**src/core/tx_oob_params.svh**
```systemverilog
// Offsets, field positions, reset values and nanosecond timings of the OOB transmit block.
`ifndef TX_OOB_PARAMS_SVH
`define TX_OOB_PARAMS_SVH
`define CLK_FREQ_MHZ        250
`define OOB_BURST_NS        107
`define OOB_GAP_INIT_NS     320
`define OOB_GAP_WAKE_NS     107
`define OOB_GAP_SAS_NS      480
`define NS_TO_CYCLES(ns)    ((((ns) * `CLK_FREQ_MHZ) + 999) / 1000)
`define REG_CONFIG          8'h00
`define REG_PWR_TIME        8'h04
`define REG_STATUS          8'h08
`define REG_IRQ_STATUS      8'h0C
`define REG_IRQ_MASK        8'h10
`define CFG_BURST_LSB       0
`define CFG_IDLE_ZERO_BIT   4
`define CFG_RATE_LSB        5
`define PWR_ENTRY_LSB       0
`define PWR_EXIT_LSB        16
`define CFG_RESET           32'h0000_0003
`define PWR_TIME_RESET      32'h0040_0040
`define IRQ_DONE_BIT        0
`define IRQ_POWER_BIT       1
`define IRQ_WIDTH           2
`define AXI_RESP_OKAY       2'h0
`define AXI_RESP_SLVERR     2'h2
`endif

```
**src/core/tx_oob_pkg.sv**
```systemverilog
// Types shared by the OOB transmit block.
package tx_oob_pkg;
   typedef enum logic [1:0] {COM_INIT, COM_WAKE, COM_SAS} com_kind_t;
   typedef enum logic [1:0] {PWR_P0, PWR_P0S, PWR_P1, PWR_P2} power_state_t;
   typedef enum logic [1:0] {RATE_FULL, RATE_HALF, RATE_QUARTER} rate_mode_t;
   typedef enum logic [1:0] {ENG_IDLE, ENG_BURST, ENG_GAP} eng_state_t;
   typedef struct packed {
      logic       electrical_idle;
      logic [1:0] power_code;
   } idle_pd_t;
endpackage

```
**src/core/oob_burst_engine.sv**
```systemverilog
// Burst and gap sequencer that emits N+1 bursts separated by gaps.
`timescale 1ns/100ps
module oob_burst_engine
   import tx_oob_pkg::*;
#(
   parameter int CW = 16
) (
   // Clock and reset.
   input  wire logic          aclk,
   input  wire logic          aresetn,
   // Control.
   input  wire logic          step,
   input  wire logic          start,
   input  wire logic [3:0]    bursts_minus_one,
   input  wire logic [CW-1:0] burst_cycles,
   input  wire logic [CW-1:0] gap_cycles,
   // Status.
   output logic               busy,
   output logic               burst_on,
   output logic               last_done
);
   eng_state_t    state;
   logic [CW-1:0] cnt;
   logic [3:0]    left;

   assign busy     = (state != ENG_IDLE);
   assign burst_on = (state == ENG_BURST);

   always_ff @(posedge aclk) begin
      if (!aresetn) begin
         state     <= ENG_IDLE;
         cnt       <= '0;
         left      <= '0;
         last_done <= 1'b0;
      end else begin
         last_done <= 1'b0;
         unique case (state)
            ENG_IDLE: begin
               if (start) begin
                  state <= ENG_BURST;
                  cnt   <= burst_cycles - 1'b1;
                  left  <= bursts_minus_one;
               end
            end
            ENG_BURST: begin
               if (step && cnt == '0) begin
                  if (left == 4'h0) begin
                     state     <= ENG_IDLE;
                     last_done <= 1'b1;
                  end else begin
                     state <= ENG_GAP;
                     cnt   <= gap_cycles - 1'b1;
                  end
               end else if (step) begin
                  cnt <= cnt - 1'b1;
               end
            end
            ENG_GAP: begin
               if (step && cnt == '0) begin
                  state <= ENG_BURST;
                  cnt   <= burst_cycles - 1'b1;
                  left  <= left - 1'b1;
               end else if (step) begin
                  cnt <= cnt - 1'b1;
               end
            end
            default: state <= ENG_IDLE;
         endcase
      end
   end
endmodule

```
**src/core/tx_oob_com_sequence_generator.sv**
```systemverilog
// Transmit OOB COM sequence generator with power-down handling and AXI4-Lite registers.
//
// Register access over AXI4-Lite and the register addresses were chosen for this implementation.
`timescale 1ns/100ps
`include "tx_oob_params.svh"
module tx_oob_com_sequence_generator
   import tx_oob_pkg::*;
#(
   parameter int DATA_W = 20,
   parameter int TIME_W = 16
) (
   // Clock and reset.
   input  wire logic              aclk,
   input  wire logic              aresetn,
   // AXI4-Lite register port.
   input  wire logic [7:0]        s_axi_awaddr,
   input  wire logic              s_axi_awvalid,
   output logic                   s_axi_awready,
   input  wire logic [31:0]       s_axi_wdata,
   input  wire logic [3:0]        s_axi_wstrb,
   input  wire logic              s_axi_wvalid,
   output logic                   s_axi_wready,
   output logic [1:0]             s_axi_bresp,
   output logic                   s_axi_bvalid,
   input  wire logic              s_axi_bready,
   input  wire logic [7:0]        s_axi_araddr,
   input  wire logic              s_axi_arvalid,
   output logic                   s_axi_arready,
   output logic [31:0]            s_axi_rdata,
   output logic [1:0]             s_axi_rresp,
   output logic                   s_axi_rvalid,
   input  wire logic              s_axi_rready,
   // COM requests and completion.
   input  wire logic              send_init_sequence_req,
   input  wire logic              send_sas_sequence_req,
   input  wire logic              send_wake_sequence_req,
   output logic                   com_sequence_done,
   output logic                   com_busy,
   output logic                   oob_burst_out,
   // Idle and power-down.
   input  wire logic              idle_pd_async_select,
   input  wire logic              tx_electrical_idle,
   input  wire logic [1:0]        tx_power_state,
   output power_state_t           lane_power_state,
   output logic                   rx_detect_on,
   output logic                   lane_lowest_power,
   output logic                   power_transition_busy,
   // Data toward the serializer front end.
   input  wire logic [DATA_W-1:0] tx_data_in,
   output logic [DATA_W-1:0]      tx_data_out,
   // Rate and interrupt.
   output rate_mode_t             serial_ata_pll_rate_mode,
   output logic                   irq
);
   localparam logic [TIME_W-1:0] BURST_CYC =
      TIME_W'(`NS_TO_CYCLES(`OOB_BURST_NS));
   localparam logic [TIME_W-1:0] GAP_INIT_CYC =
      TIME_W'(`NS_TO_CYCLES(`OOB_GAP_INIT_NS));
   localparam logic [TIME_W-1:0] GAP_WAKE_CYC =
      TIME_W'(`NS_TO_CYCLES(`OOB_GAP_WAKE_NS));
   localparam logic [TIME_W-1:0] GAP_SAS_CYC =
      TIME_W'(`NS_TO_CYCLES(`OOB_GAP_SAS_NS));

   // Software registers.
   logic [31:0]            cfg_reg;
   logic [31:0]            pwr_time_reg;
   logic [`IRQ_WIDTH-1:0]  irq_status;
   logic [`IRQ_WIDTH-1:0]  irq_mask;

   wire  [3:0]        cfg_burst    = cfg_reg[`CFG_BURST_LSB +: 4];
   wire               cfg_idle_zero = cfg_reg[`CFG_IDLE_ZERO_BIT];
   wire  [1:0]        cfg_rate     = cfg_reg[`CFG_RATE_LSB +: 2];
   wire  [TIME_W-1:0] entry_time   = pwr_time_reg[`PWR_ENTRY_LSB +: TIME_W];
   wire  [TIME_W-1:0] exit_time    = pwr_time_reg[`PWR_EXIT_LSB +: TIME_W];

   // Rate decode and step divider.
   rate_mode_t next_rate;
   logic [1:0] div_cnt;
   logic       step;
   assign next_rate = (cfg_rate == 2'h1) ? RATE_HALF :
                      (cfg_rate == 2'h2) ? RATE_QUARTER : RATE_FULL;

   always_ff @(posedge aclk) begin
      if (!aresetn) begin
         div_cnt                  <= 2'h0;
         step                     <= 1'b0;
         serial_ata_pll_rate_mode <= RATE_FULL;
      end else begin
         div_cnt                  <= div_cnt + 2'h1;
         serial_ata_pll_rate_mode <= next_rate;
         step <= (next_rate == RATE_FULL) ||
                 (next_rate == RATE_HALF && div_cnt[0]) ||
                 (next_rate == RATE_QUARTER && div_cnt == 2'h3);
      end
   end

   // Idle and power-down input capture, direct or through a synchroniser.
   idle_pd_t raw_in;
   idle_pd_t samp_q;
   idle_pd_t meta_q;
   idle_pd_t sync_q;
   idle_pd_t eff;
   logic     sel_meta;
   logic     sel_async;
   assign raw_in = '{electrical_idle: tx_electrical_idle, power_code: tx_power_state};
   assign eff    = sel_async ? sync_q : samp_q;

   always_ff @(posedge aclk) begin
      if (!aresetn) begin
         samp_q    <= '0;
         meta_q    <= '0;
         sync_q    <= '0;
         sel_meta  <= 1'b0;
         sel_async <= 1'b0;
      end else begin
         samp_q    <= raw_in;
         meta_q    <= raw_in;
         sync_q    <= meta_q;
         sel_meta  <= idle_pd_async_select;
         sel_async <= sel_meta;
      end
   end

   // Power state decode and timed lowest-power transitions.
   power_state_t      pd_state;
   logic [1:0]        pd_last;
   logic [TIME_W-1:0] pwr_timer;
   logic              pwr_event;
   assign pd_state = (eff.power_code == 2'h0) ? PWR_P0 :
                     (eff.power_code == 2'h1) ? PWR_P0S :
                     (eff.power_code == 2'h2) ? PWR_P1 : PWR_P2;
   wire pd_change = (eff.power_code != pd_last);
   wire p2_move   = pd_change && (pd_state == PWR_P2 || pd_last == 2'h3);

   always_ff @(posedge aclk) begin
      if (!aresetn) begin
         pd_last               <= 2'h0;
         pwr_timer             <= '0;
         power_transition_busy <= 1'b0;
         lane_lowest_power     <= 1'b0;
         lane_power_state      <= PWR_P0;
         rx_detect_on          <= 1'b0;
         pwr_event             <= 1'b0;
      end else begin
         pd_last      <= eff.power_code;
         pwr_event    <= 1'b0;
         rx_detect_on <= (pd_state == PWR_P1);
         if (p2_move) begin
            power_transition_busy <= 1'b1;
            pwr_timer <= (pd_state == PWR_P2) ? entry_time : exit_time;
         end else if (power_transition_busy) begin
            if (pwr_timer == '0) begin
               power_transition_busy <= 1'b0;
               lane_lowest_power     <= (pd_state == PWR_P2);
               lane_power_state      <= pd_state;
               pwr_event             <= 1'b1;
            end else begin
               pwr_timer <= pwr_timer - 1'b1;
            end
         end else if (pd_change) begin
            lane_power_state <= pd_state;
         end
      end
   end

   // Data toward the serializer.
   always_ff @(posedge aclk) begin
      if (!aresetn) begin
         tx_data_out <= '0;
      end else begin
         tx_data_out <= (cfg_idle_zero && eff.electrical_idle) ? '0 : tx_data_in;
      end
   end

   // Request arbitration; a request seen while a sequence runs is ignored.
   com_kind_t         cur_kind;
   com_kind_t         req_kind;
   logic              eng_busy;
   logic              eng_burst;
   logic              eng_done;
   logic [TIME_W-1:0] gap_sel;
   wire any_req = send_init_sequence_req || send_sas_sequence_req ||
                  send_wake_sequence_req;
   wire start   = any_req && !eng_busy;
   assign req_kind = send_init_sequence_req ? COM_INIT :
                     send_wake_sequence_req ? COM_WAKE : COM_SAS;
   assign gap_sel  = (cur_kind == COM_INIT) ? GAP_INIT_CYC :
                     (cur_kind == COM_WAKE) ? GAP_WAKE_CYC : GAP_SAS_CYC;

   always_ff @(posedge aclk) begin
      if (!aresetn) begin
         cur_kind          <= COM_INIT;
         com_sequence_done <= 1'b0;
         com_busy          <= 1'b0;
         oob_burst_out     <= 1'b0;
      end else begin
         if (start) begin
            cur_kind <= req_kind;
         end
         com_sequence_done <= eng_done;
         com_busy          <= eng_busy;
         oob_burst_out     <= eng_burst;
      end
   end

   oob_burst_engine #(
      .CW (TIME_W)
   ) u_engine (
      .aclk             (aclk),
      .aresetn          (aresetn),
      .step             (step),
      .start            (start),
      .bursts_minus_one (cfg_burst),
      .burst_cycles     (BURST_CYC),
      .gap_cycles       (gap_sel),
      .busy             (eng_busy),
      .burst_on         (eng_burst),
      .last_done        (eng_done)
   );

   // AXI4-Lite slave.
   logic              aw_got;
   logic              w_got;
   logic [7:0]        aw_addr;
   logic [31:0]       w_data;
   logic [3:0]        w_strb;
   logic [31:0]       byte_mask;
   logic [31:0]       rd_mux;
   logic [`IRQ_WIDTH-1:0] irq_clear;
   logic [`IRQ_WIDTH-1:0] irq_set;

   for (genvar b = 0; b < 4; b++) begin : g_mask
      assign byte_mask[8*b +: 8] = {8{w_strb[b]}};
   end

   wire do_write = aw_got && w_got && !s_axi_bvalid;
   wire wr_cfg   = do_write && aw_addr == `REG_CONFIG;
   wire wr_pwr   = do_write && aw_addr == `REG_PWR_TIME;
   wire wr_ista  = do_write && aw_addr == `REG_IRQ_STATUS;
   wire wr_imask = do_write && aw_addr == `REG_IRQ_MASK;
   wire wr_hit   = wr_cfg || wr_pwr || wr_ista || wr_imask;
   wire [31:0] wmerge_cfg = (cfg_reg & ~byte_mask) | (w_data & byte_mask);
   wire [31:0] wmerge_pwr = (pwr_time_reg & ~byte_mask) | (w_data & byte_mask);
   wire rd_hit = (s_axi_araddr == `REG_CONFIG) || (s_axi_araddr == `REG_PWR_TIME) ||
                 (s_axi_araddr == `REG_STATUS) || (s_axi_araddr == `REG_IRQ_STATUS) ||
                 (s_axi_araddr == `REG_IRQ_MASK);
   wire [31:0] status_word = {26'h0, lane_lowest_power, power_transition_busy,
                              eff.power_code, eff.electrical_idle, com_busy};

   assign irq_clear = wr_ista ? (w_data[`IRQ_WIDTH-1:0] & byte_mask[`IRQ_WIDTH-1:0])
                              : '0;
   assign irq_set   = {pwr_event, eng_done};
   assign rd_mux = (s_axi_araddr == `REG_CONFIG)     ? cfg_reg :
                   (s_axi_araddr == `REG_PWR_TIME)   ? pwr_time_reg :
                   (s_axi_araddr == `REG_STATUS)     ? status_word :
                   (s_axi_araddr == `REG_IRQ_STATUS) ? {30'h0, irq_status} :
                   (s_axi_araddr == `REG_IRQ_MASK)   ? {30'h0, irq_mask} : 32'h0;

   always_ff @(posedge aclk) begin
      if (!aresetn) begin
         s_axi_awready <= 1'b0;
         s_axi_wready  <= 1'b0;
         s_axi_bvalid  <= 1'b0;
         s_axi_bresp   <= `AXI_RESP_OKAY;
         aw_got        <= 1'b0;
         w_got         <= 1'b0;
         aw_addr       <= 8'h00;
         w_data        <= 32'h0;
         w_strb        <= 4'h0;
      end else begin
         s_axi_awready <= !aw_got && !(s_axi_awvalid && s_axi_awready);
         s_axi_wready  <= !w_got && !(s_axi_wvalid && s_axi_wready);
         if (s_axi_awvalid && s_axi_awready) begin
            aw_got  <= 1'b1;
            aw_addr <= {s_axi_awaddr[7:2], 2'h0};
         end
         if (s_axi_wvalid && s_axi_wready) begin
            w_got  <= 1'b1;
            w_data <= s_axi_wdata;
            w_strb <= s_axi_wstrb;
         end
         if (do_write) begin
            s_axi_bvalid <= 1'b1;
            s_axi_bresp  <= wr_hit ? `AXI_RESP_OKAY : `AXI_RESP_SLVERR;
         end else if (s_axi_bvalid && s_axi_bready) begin
            s_axi_bvalid  <= 1'b0;
            aw_got        <= 1'b0;
            w_got         <= 1'b0;
            s_axi_awready <= 1'b1;
            s_axi_wready  <= 1'b1;
         end
      end
   end

   always_ff @(posedge aclk) begin
      if (!aresetn) begin
         s_axi_arready <= 1'b0;
         s_axi_rvalid  <= 1'b0;
         s_axi_rdata   <= 32'h0;
         s_axi_rresp   <= `AXI_RESP_OKAY;
      end else if (s_axi_arvalid && s_axi_arready) begin
         s_axi_arready <= 1'b0;
         s_axi_rvalid  <= 1'b1;
         s_axi_rdata   <= rd_mux;
         s_axi_rresp   <= rd_hit ? `AXI_RESP_OKAY : `AXI_RESP_SLVERR;
      end else if (s_axi_rvalid && s_axi_rready) begin
         s_axi_rvalid  <= 1'b0;
         s_axi_arready <= 1'b1;
      end else if (!s_axi_rvalid) begin
         s_axi_arready <= 1'b1;
      end
   end

   // Register storage; a status set in the clearing cycle wins.
   always_ff @(posedge aclk) begin
      if (!aresetn) begin
         cfg_reg      <= `CFG_RESET;
         pwr_time_reg <= `PWR_TIME_RESET;
         irq_status   <= '0;
         irq_mask     <= '0;
         irq          <= 1'b0;
      end else begin
         if (wr_cfg) cfg_reg <= wmerge_cfg;
         if (wr_pwr) pwr_time_reg <= wmerge_pwr;
         if (wr_imask) irq_mask <= w_data[`IRQ_WIDTH-1:0];
         irq_status <= (irq_status & ~irq_clear) | irq_set;
         irq        <= |(((irq_status & ~irq_clear) | irq_set) & irq_mask);
      end
   end

   logic [4:0] bursts_seen;
   logic [3:0] len_at_start;
   always_ff @(posedge aclk) begin
      if (!aresetn) begin
         bursts_seen  <= 5'h0;
         len_at_start <= 4'h0;
      end else if (start) begin
         bursts_seen  <= 5'h0;
         len_at_start <= cfg_burst;
      end else if (eng_burst && !oob_burst_out) begin
         bursts_seen <= bursts_seen + 5'h1;
      end
   end
endmodule

```
**config.mk**
```make
export PLATFORM = sky130hd
export DESIGN_NAME = tx_oob_com_sequence_generator
export DESIGN_NICKNAME = d
export VERILOG_FILES = /design/src/core/tx_oob_pkg.sv /design/src/core/oob_burst_engine.sv /design/src/core/tx_oob_com_sequence_generator.sv
export VERILOG_INCLUDE_DIRS = /design/src /design/src/core
export SDC_FILE = /design/constraint.sdc
export NUM_CORES = 1
export LEC_CHECK = 0
export BUFFER_PORTS_ARGS = -buffer_cell sky130_fd_sc_hd__buf_2
export CORE_UTILIZATION = 40
export CTS_CLUSTER_SIZE = 8
export DETAILED_ROUTE_END_ITERATION = 8
export PLACE_DENSITY = 0.57
export SLEW_MARGIN = 20
export SYNTH_ARGS = -nofsm -noshare
export SYNTH_HDL_FRONTEND = slang
export SYNTH_SLANG_ARGS = --single-unit
```
**constraint.sdc**
```tcl
create_clock -name aclk -period 5.3 [get_ports aclk]
set_clock_uncertainty 0.1 [all_clocks]
set_input_delay 0.53 -clock aclk [delete_from_list [all_inputs] [get_ports aclk]]
set_output_delay 0.53 -clock aclk [all_outputs]
set_load 0.05 [all_outputs]
```
# Yosys cells after proc, flatten, opt, wreduce, memory -nomap -nowiden

Index checks and enable logic that the tools add are counted.

Bits in registers: 239
Input port bits: 86
Output and inout port bits: 72
Logic and storage cells: 214

Add/sub/neg operators: 5
Eq/ne operators: 28
Muxes and demuxes: 60
Bitwise logic cells: 14
Reduce and logical (&&, ||, !) cells: 64

Operators with widths:

| cell                                                 | number |
|---|---|
| 2-to-1 mux 16 bit                                    | 9 |
| AND 32 bit                                           | 3 |
| 2-to-1 mux 32 bit                                    | 2 |
| bitwise OR 32 bit                                    | 2 |
| case mux 16 bit (3 select lines)                     | 1 |
| 2-to-1 mux 2 bit                                     | 18 |
| zero test 16 bit                                     | 2 |
| inverter 32 bit                                      | 1 |
| subtractor 16 x 1 -> 16 bit (second input constant)  | 2 |
| 2-to-1 mux 1 bit                                     | 22 |
| logical AND 1 bit                                    | 19 |
| AND reduction 3 bit                                  | 6 |
| equality test 2 bit (second input constant)          | 8 |
| equality test 8 x 4 -> 1 bit (second input constant) | 2 |
| zero test 8 bit                                      | 2 |
| 2-to-1 mux 7 bit                                     | 2 |
| logical OR 1 bit                                     | 12 |
| nonzero test 2 bit                                   | 6 |
| equality test 2 x 1 -> 1 bit (second input constant) | 5 |
| equality test 8 x 3 -> 1 bit (second input constant) | 1 |
| equality test 8 x 5 -> 1 bit (second input constant) | 1 |
| zero test 2 bit                                      | 4 |
| 2-to-1 mux 4 bit                                     | 2 |
| != test 2 x 1 -> 1 bit (second input constant)       | 4 |
| 23 further kinds                                     | 35 |

# Logic depth before layout (Yosys ltp)

Gate-level depths: netlist of run 1.

Word-level depth: 10
Mapped depth: 8
Mapped depth without buffers: 7

# By module

From an unflattened synthesis of run 1, not the netlist that was laid out.

Cell total of the unflattened synthesis: 1,315
Area total of the unflattened synthesis: 10,770.3 um2

Modules (own cells, without submodules):

| module                        | times used | cells an instance | area each (um2) | sequential area each (um2) |
|---|---|---|---|---|
| tx_oob_com_sequence_generator | 1          | 985               | 8,420.6         | 4,284.1 |
| oob_burst_engine              | 1          | 330               | 2,349.8         | 460.4 |

# Worst setup path after synthesis of run 1

Ideal clock, no wire load.

Path kind: register -> register
Start point: reg power_transition_busy
End point: reg pwr_timer[10]
Arrival: 1.825 ns
Setup slack: 3.243 ns
Cell stages (with the launch flop): 6
Period minus slack after synthesis: 2.057 ns
Cell sequence: dfxtp_1 nor3b_1 nand3_1 nor4b_1 xnor2_1 a21oi_1

Word-level cells in the longest chain between the ends: 2

Ends and longest elaborated chain:

| item                                 | RTL line                             | RTL |
|---|---|---|
| from (decl)                          | tx_oob_com_sequence_generator.sv:47  | `output logic power_transition_busy,` |
| from (signal assigned)               | tx_oob_com_sequence_generator.sv:139 | `power_transition_busy <= 1'b0;` |
| from (signal assigned)               | tx_oob_com_sequence_generator.sv:149 | `power_transition_busy <= 1'b1;` |
| from (signal assigned)               | tx_oob_com_sequence_generator.sv:153 | `power_transition_busy <= 1'b0;` |
| nonzero test 2 bit (no source line)  | --                                   |  |
| AND reduction 2 bit (no source line) | --                                   |  |
| to (signal assigned)                 | tx_oob_com_sequence_generator.sv:150 | `pwr_timer <= (pd_state == PWR_P2) ? entry_time : exit_time;` |
| to (signal assigned)                 | tx_oob_com_sequence_generator.sv:158 | `pwr_timer <= pwr_timer - 1'b1;` |
| to (decl)                            | tx_oob_com_sequence_generator.sv:127 | `logic [TIME_W-1:0] pwr_timer;` |

Every way passes these cells.
A chain may end at the register's enable or synchronous reset.

# Worst setup path after layout of run 1

Start point: reg sel_async
End point: reg pwr_timer[14]

Word-level cells in the longest chain between the ends: 10
Elaborated cells on any way between the ends: 16
Those cells by class: eq/ne (5); mux (6); reduce/logical (5)

Ends and longest elaborated chain:

| item                                                                        | RTL line                                                                   | RTL |
|---|---|---|
| from (decl)                                                                 | tx_oob_com_sequence_generator.sv:104                                       | `logic sel_async;` |
| from (signal assigned)                                                      | tx_oob_com_sequence_generator.sv:120                                       | `sel_async <= sel_meta;` |
| 2-to-1 mux 3 bit (*)                                                        | tx_oob_com_sequence_generator.sv:106                                       | `assign eff = sel_async ? sync_q : samp_q;` |
| equality test 2 bit                                                         | tx_oob_com_sequence_generator.sv:131                                       | `(eff.power_code == 2'h2) ? PWR_P1 : PWR_P2;` |
| 2-to-1 mux 1 bit                                                            | tx_oob_com_sequence_generator.sv:131                                       |  |
| 2-to-1 mux 2 bit                                                            | tx_oob_com_sequence_generator.sv:130                                       | `(eff.power_code == 2'h1) ? PWR_P0S :` |
| 2-to-1 mux 2 bit                                                            | tx_oob_com_sequence_generator.sv:129                                       | `assign pd_state = (eff.power_code == 2'h0) ? PWR_P0 :` |
| equality test 2 bit                                                         | tx_oob_com_sequence_generator.sv:133, tx_oob_com_sequence_generator.sv:150 |  |
| logical OR 1 bit                                                            | tx_oob_com_sequence_generator.sv:133                                       | `wire p2_move = pd_change && (pd_state == PWR_P2 \|\| pd_last == 2'h3);` |
| logical AND 1 bit                                                           | tx_oob_com_sequence_generator.sv:133                                       |  |
| != test 2 bit (no source line) / nonzero test 2 bit (equally long branches) | --                                                                         |  |
| AND reduction 2 bit (no source line)                                        | --                                                                         |  |

Mark *: on every way between the ends. The rest lies on a longest branch, timed or not.

==> flow_metrics.env, run 1 <==
export IMPL_outcome="complete, no violations"
export IMPL_fin_area_sq_um=11600
export IMPL_synth_enable_flop_cells=0
export IMPL_grt_pass1_vias=7859
export IMPL_crit_chain="nand3b_1 -> nand2_1 -> xor2_1 -> buf_4 -> o21ai_0 -> a21oi_1"
export IMPL_finalCritPeriodShare_pct=57.0
export IMPL_worstHoldPathType="in -> reg"
export IMPL_power_leakage_uw=0.00442
export IMPL_tightest_slew_ns=0.893
export IMPL_worstPathMaxFanout=21
export IMPL_die_width_microns=158
export IMPL_n_antenna_cell=0
export IMPL_maxSlewHeadroom_pct=40.3
export IMPL_port_buffers=153
export IMPL_timing_critical_path_required_ns=5.62
export IMPL_num_nets_final=1376
export IMPL_holdBufCountCts=0
export IMPL_cts_max_level=2
export IMPL_clock_latency_ns=0.51
export IMPL_power_density_nw_per_um2=400
export IMPL_clkTransAtPathRegs_ns=0.05
export IMPL_reg2reg_setup_slack_ns=2.28
export IMPL_cts_resized=0
export IMPL_overflow=0
export IMPL_placed_area_sq_um=10600
export IMPL_wl_per_cell_microns=16.1
export IMPL_crit_arrival_ns=3.34
export IMPL_cap_violations=0
export IMPL_core_sq_um=23600
export IMPL_post_route_cells_drive_above_1_share_pct=18.6
export IMPL_regArea_sq_um=4740
export IMPL_min_period_ns=3.02
export IMPL_crit_type="reg -> reg"
export IMPL_numCtsBuffers=35
export IMPL_final_core_util_pct=49.0
export IMPL_root_buffer="clkbuf_16"
export IMPL_syn2layout_area_growth_pct=19.6
export IMPL_clock_fmax_ghz=0.331
export IMPL_grt_setup_unrepaired="no"
export IMPL_dr_pass1_iters=5
export IMPL_multi_input_area_sq_um=4580
export IMPL_setup_viol=0
export IMPL_crit_family="XOR/XNOR gates"
export IMPL_cts_tree="done"
export IMPL_slew_viol_final=0
export IMPL_syn_area_per_cell_sq_um=8.40
export IMPL_mostFrequentLayoutCell="dfxtp_1"
export IMPL_vias_per_cell=5.27
export IMPL_finalSetupTns_ns=0
export IMPL_ios=158
export IMPL_rows=56
export IMPL_start_util_pct=41.0
export IMPL_crit_path_top_delay_cell="xor2_1"
export IMPL_die_area_sq_um=24800
export IMPL_finalHoldViolCount=0
export IMPL_synth_distinct_cells=73
export IMPL_antenna_left=0
export IMPL_synth_flop_cell="dfxtp_1"
export IMPL_holdPathStages=2
export IMPL_wirelength_microns=25700
export IMPL_grt_max_degree=80
export IMPL_clock_sinks=237
export IMPL_grt_pass1_wl_microns=41300
export IMPL_worst_setup_path_end_kind="flop"
export IMPL_final_cells=1602
export IMPL_drc=0
export IMPL_fillers=2396
export IMPL_vias=8447
export IMPL_ys_seq_area_share_pct=49.0
export IMPL_post_place_cells=1563
export IMPL_post_cts_setup_buffers=0
export IMPL_cts_buffer_depth=3
export IMPL_drtIter0Drc=651
export IMPL_synth_warnings=0
export IMPL_antenna_found_initial=0
export IMPL_die_y_microns=158
export IMPL_irDropWorstVdd_uv=179
export IMPL_critPathMaxStageDelay_ns=0.91
export IMPL_path_depth=6
export IMPL_most_common_layout_cells="dfxtp_1 (237), nand2_1 (224), buf_2 (153), a21oi_1 (137), nand3_1 (93)"
export IMPL_r2r_cells=6
export IMPL_synth_seq_cells=237
export IMPL_cp_num_buf_inv=1
export IMPL_syn_inst=1153
export IMPL_post_dp_hpwl_microns=17600
export IMPL_grt_use_total_pct=21.0
export IMPL_cp_start_kind="flop"
export IMPL_async_reset_ff_share_pct=0
export IMPL_synthesis_area_sq_um=9680
export IMPL_place_congestion=0.831
worst reg2reg max path: stages, from the launching register on:
cell and delay (ns):
dfxtp_1 0.46, nand3b_1 0.29, nand2_1 0.57, xor2_1 0.92, buf_4 0.33, o21ai_0 0.12
a21oi_1 0.15
final timing paths:
path,from,endpoint
max,sel_async,pwr_timer[14]
min,tx_data_in[2],tx_data_out[2]
max reg2reg,sel_async,pwr_timer[14]
min reg2reg,s_axi_rdata[8],s_axi_rdata[8]
metal layers:
metal  vias to the layer above  routed length (microns)  GRT usage, %
met5                         -                        0             0
met4                         0                      488          5.96
met3                        32                     1370          3.83
met2                       229                    11100          31.6
met1                      3900                    12800          30.2
li1                       4286                        -             -
report_power, final:
group / switching (uW) / internal (uW) / total [uW]
logic: 466 / 259 / 725
clock network: 745 / 1190 / 1940
registers: 93.1 / 1880 / 1970
total: 1300 / 3330 / 4630
synthesized netlist by cell type, types with 10 or more instances:
cell | instances | area (sq um)
nand3_1 | 93 | 465
nand2_1 | 224 | 841
a22oi_1 | 26 | 195
nor2_1 | 44 | 165
mux2_2 | 14 | 158
buf_2 | 18 | 90.1
and2_1 | 34 | 213
inv_1 | 19 | 71.3
xor2_1 | 10 | 87.6
a21oi_1 | 139 | 696
nor3_1 | 12 | 60.1
dfxtp_1 | 237 | 4740
o21ai_0 | 57 | 285
clkbuf_1 | 46 | 173
through the flow:
| stage | setup WS (ns) | hold WS (ns) | total power [uW] |
|---|---|---|---|
| after global placement | 1.87 | 0.330 | 2720 |
| final | 2.28 | 0.135 | 4630 |
| after floorplan | 3.24 | 0.312 | 2550 |
| after CTS | 2.30 | 0.121 | 4680 |
| after global routing | 1.97 | 0.119 | 4860 |
| after detailed placement | 1.82 | 0.321 | 2720 |
final cells by class:
type	instances	area share, %
Multi-Input combinational cell	823	39.6
Clock inverter	3	0.259
Inverter	20	0.659
Tap cell	319	3.45
Clock buffer	36	7.78
Sequential cell	237	41.0
Timing Repair Buffer	164	7.32
cell families after synthesis:
kind of cell | count (synthesis) | synth area share, %
AOI/OAI and AO/OA | 294 | 18.0
xor gates and xnor gates | 17 | 1.54
adders and majority gates | 9 | 1.16
buffers and inverters | 94 | 4.05
DFF | 237 | 49.0
muxes | 22 | 2.46
other | 1 | 0.0387
and+or+nand+nor | 479 | 23.7
Power figures use the tool's default switching activity.
==> run 2, diff against run 1 <==
--- a/config.mk
+++ b/config.mk
@@ -6,11 +6,12 @@
 export SDC_FILE = /design/constraint.sdc
 export NUM_CORES = 1
 export LEC_CHECK = 0
+export ABC_AREA = 1
 export BUFFER_PORTS_ARGS = -buffer_cell sky130_fd_sc_hd__buf_2
 export CORE_UTILIZATION = 40
 export CTS_CLUSTER_SIZE = 8
 export DETAILED_ROUTE_END_ITERATION = 8
-export PLACE_DENSITY = 0.57
+export PLACE_DENSITY = 0.59
 export SLEW_MARGIN = 20
 export SYNTH_ARGS = -nofsm -noshare
 export SYNTH_HDL_FRONTEND = slang
==> constraint.sdc (replaced) <==
create_clock -name aclk -period 2.5 [get_ports aclk]
set_clock_uncertainty 0.1 [all_clocks]
set_input_delay 0.25 -clock aclk [delete_from_list [all_inputs] [get_ports aclk]]
set_output_delay 0.25 -clock aclk [all_outputs]
set_load 0.05 [all_outputs]
==> run 2 against run 1 <==
  * The flow now finishes with violations (hold timing)
  * Final cell count is 20% higher
  * Sequential share of layout area is 3.4 points lower
  * Highest routed layer unchanged
  * Setup slack worse by 1.9 ns
  * Sequential cell count stayed put
  * Utilization is 2.7 points higher
  * Via count is 12% higher
  * Largest cell class unchanged
  * Combinational power grew to 2.9 times the previous value
  * Clock-buffer cell count is 1 higher
  * Hold slack worse by 0.14 ns
  * Cell area is 9.0% higher
  * Non-clock buffer count is 70 higher
  * Register-to-register slack worse by 1.9 ns
==> flow_metrics.env, run 2 <==
export IMPL_ios=158
export IMPL_synth_fa_ha_area_share_pct=1.13
export IMPL_min_period_ns=2.16
export IMPL_antenna_found_initial=0
export IMPL_p_clk_share_pct=39.5
export IMPL_synth_commonest_cells="nand2_1 (239), dfxtp_1 (237), a21oi_1 (180), inv_1 (178), o21ai_0 (164)"
export IMPL_dr_wl_met2_microns=12000
export IMPL_overflow=0
export IMPL_final_cells=1917
export IMPL_grt_max_degree=161
export IMPL_finalSetupTns_ns=0
export IMPL_synthSimpleGateAreaFrac_pct=21.0
export IMPL_power_density_nw_per_um2=822
export IMPL_p_switching_uw=3130
export IMPL_antenna_left=0
export IMPL_p_comb_share_pct=19.9
export IMPL_synth_enable_flop_cells=0
export IMPL_n_antenna_cell=0
export IMPL_top_layer="met4"
export IMPL_crit_path_top_delay_cell="dfxtp_1"
export IMPL_post_dp_hpwl_microns=18300
export IMPL_outcome="finished with violations"
export IMPL_wirelength_microns=27600
export IMPL_worstPathMaxFanout=17
export IMPL_p_int_uw=7250
export IMPL_synth_top_cell_area_share_pct=47.4
export IMPL_cap_violations=0
export IMPL_slew_viol_final=0
export IMPL_die_width_microns=160
export IMPL_most_common_layout_cells="nand2_1 (238), dfxtp_1 (237), a21oi_1 (180), inv_1 (178), o21ai_0 (163)"
export IMPL_clock_sinks=237
export IMPL_yosysMostFrequentCell="nand2_1"
export IMPL_clkTransAtPathRegs_ns=0.05
export IMPL_place_congestion=0.846
export IMPL_grt_setup_unrepaired="no"
export IMPL_final_core_util_pct=51.8
export IMPL_async_reset_ff_share_pct=0
export IMPL_root_buffer="clkbuf_16"
export IMPL_grt_pass1_wl_microns=44700
export IMPL_cp_num_buf_inv=2
export IMPL_synth_top_family_by_area="simple AND/OR/NAND/NOR gates"
export IMPL_port_buffers=153
export IMPL_crit_type="reg -> reg"
export IMPL_synth_xor_area_share_pct=1.21
export IMPL_vias_per_cell=4.91
export IMPL_crit_top_cell="nand2_1"
export IMPL_synth_seq_cells=237
export IMPL_crit_arrival_ns=2.45
export IMPL_cts_buffer_depth=3
export IMPL_synth_flop_cell="dfxtp_1"
export IMPL_tightest_slew_ns=0.621
export IMPL_violations="hold timing"
export IMPL_cts_max_level=2
export IMPL_start_util_pct=41.0
export IMPL_wl_met1_microns=13800
export IMPL_cp_start_kind="flop"
export IMPL_yosysTopAreaCell="dfxtp_1"
export IMPL_syn2layout_area_growth_pct=26.2
export IMPL_synth_compound_area_share_pct=19.4
export IMPL_drtIter0Drc=608
export IMPL_clock_fmax_ghz=0.464
export IMPL_worstHoldPathType="in -> reg"
export IMPL_clock_latency_ns=0.50
export IMPL_worst_setup_path_end_kind="flop"
export IMPL_rows=57
export IMPL_wl_met3_microns=1310
export IMPL_critPathMaxStageDelay_ns=0.30
export IMPL_power_leakage_uw=0.00569
export IMPL_synth_mux_area_share_pct=0.100
export IMPL_finalHoldViolCount=1
export IMPL_timing_critical_path_required_ns=2.79
export IMPL_numCtsBuffers=35
export IMPL_power_switching_share_pct=30.2
export IMPL_die_area_sq_um=25600
export IMPL_wl_per_cell_microns=14.4
export IMPL_fillers=2392
export IMPL_vias=9422
export IMPL_finalCritPeriodShare_pct=86.2
export IMPL_yosys_top_cells_area="dfxtp_1 (47%), a21oi_1 (9.0%), nand2_1 (9.0%), o21ai_0 (8.2%), inv_1 (6.7%)"
export IMPL_post_route_cells_drive_above_1_share_pct=14.5
export IMPL_irDropWorstVdd_uv=521
export IMPL_ys_seq_area_share_pct=47.4
export IMPL_cts_tree="done"
export IMPL_maxSlewHeadroom_pct=58.6
export IMPL_crit_family="simple AND/OR/NAND/NOR gates"
export IMPL_seq_power_share_pct=40.5
export IMPL_setup_viol=0
export IMPL_num_nets_final=1685
export IMPL_die_y_microns=160
export IMPL_post_place_cells=1813
export IMPL_synth_warnings=0
export IMPL_mostFrequentLayoutCell="nand2_1"
export IMPL_syn_inst=1380
export IMPL_grt_use_total_pct=21.4
export IMPL_synth_distinct_cells=43
export IMPL_drc=0
export IMPL_crit_chain="inv_1 -> ha_1 -> nand3_1 -> nor2_1 -> nand4_1 -> nand2_1 -> nand2_4 -> nand2_1 -> inv_1 -> nand2_1 -> nand2_1"
export IMPL_synthesis_area_sq_um=10000
export IMPL_holdWs_ns=-0.00857
export IMPL_core_sq_um=24400
export IMPL_dr_pass1_iters=5
export IMPL_grt_pass1_vias=8792
export IMPL_syn_area_per_cell_sq_um=7.25
## run 2: cell types whose count changed after synthesis, sizes merged, moves of 26 or more
cell,before,now
inv,20,181
o21ai,60,171
nor2,45,140
a21oi,139,180
and2,34,1
a22oi,26,0
## run 2: logic make-up after synthesis
logic type,after synthesis
AND/OR/NAND/NOR,500
flip-flops,237
AO/OA/AOI/OAI,373
multiplexers,1
XOR/XNOR,13
other,1
buffers and inverters,246
adder cells (fa/ha/maj),9
## run 2: timing repair
| item | 4_1_cts | 5_1_grt |
|---|---|---|
| endpoints found under the hold margin | 66 | 0 |
| endpoints found under the setup margin | 0 | 0 |
| resized for setup | 0 | 0 |
| hold buffers | 64 | 0 |
| buffers inserted | 0 | 0 |
## run 2: layout make-up
cell class | instances | area, sq um | area share (%)
sequential | 237 | 4740 | 37.6
clock buffer | 37 | 893 | 7.08
inverter | 184 | 691 | 5.47
tap | 324 | 405 | 3.21
timing repair buffer | 234 | 1560 | 12.4
multi-input combinational | 898 | 4300 | 34.1
clock inverter | 3 | 26.3 | 0.208
## run 2: power by group through the flow
| stage | Combinational [uW] | Sequential (uW) | Clock (uW) |
|---|---|---|---|
| finish | 2070 | 4210 | 4100 |
| detailed placement | 1980 | 4280 | 0 |
| global route | 2320 | 4230 | 4370 |
| global placement | 1970 | 4270 | 0 |
| floorplan | 1310 | 4460 | 0 |
| CTS | 2070 | 4210 | 4200 |
## run 2: worst register-to-register path, delay by kind of cell (launching register included)
kind / cells / cell delay, ns
and+or+nand+nor: 8 / 1.23
DFF: 1 / 0.30
buffers and inverters: 2 / 0.22
adders and majority gates: 1 / 0.20
## run 2: layer usage
layer	track usage [%]	vias up
li1	-	4887
met1	30.4	4249
met2	33.8	247
met3	3.45	39
met4	5.24	0
met5	0	-
## run 2: path summary, 6_finish.rpt
| check | from | slack (ns) | cells after the start | end |
|---|---|---|---|---|
| setup / recovery | pwr_timer[0] | 0.34 | 11 | pwr_timer[5] |
| hold / removal | s_axi_wdata[1] | -0.009 | 3 | w_data[1] |
| setup reg to reg | pwr_timer[0] | 0.34 | 11 | pwr_timer[5] |
| hold reg to reg | sel_meta | 0.33 | 2 | sel_async |
## run 2: stage by stage
| stage | cell area (sq um) | hold WS, ns | power (uW) | setup slack [ns] |
|---|---|---|---|---|
| 3_3_place_gp | 11100 | 0.313 | 6240 | 0.392 |
| 2_1_floorplan | 10000 | 0.248 | 5770 | 0.728 |
| 5_1_grt | 12600 | 0.00267 | 10900 | 0.105 |
| 4_1_cts | 12600 | 0.00172 | 10500 | 0.354 |
| 6_report | 12600 | -0.00857 | 10400 | 0.344 |
| 3_5_place_dp | 11100 | 0.316 | 6260 | 0.364 |
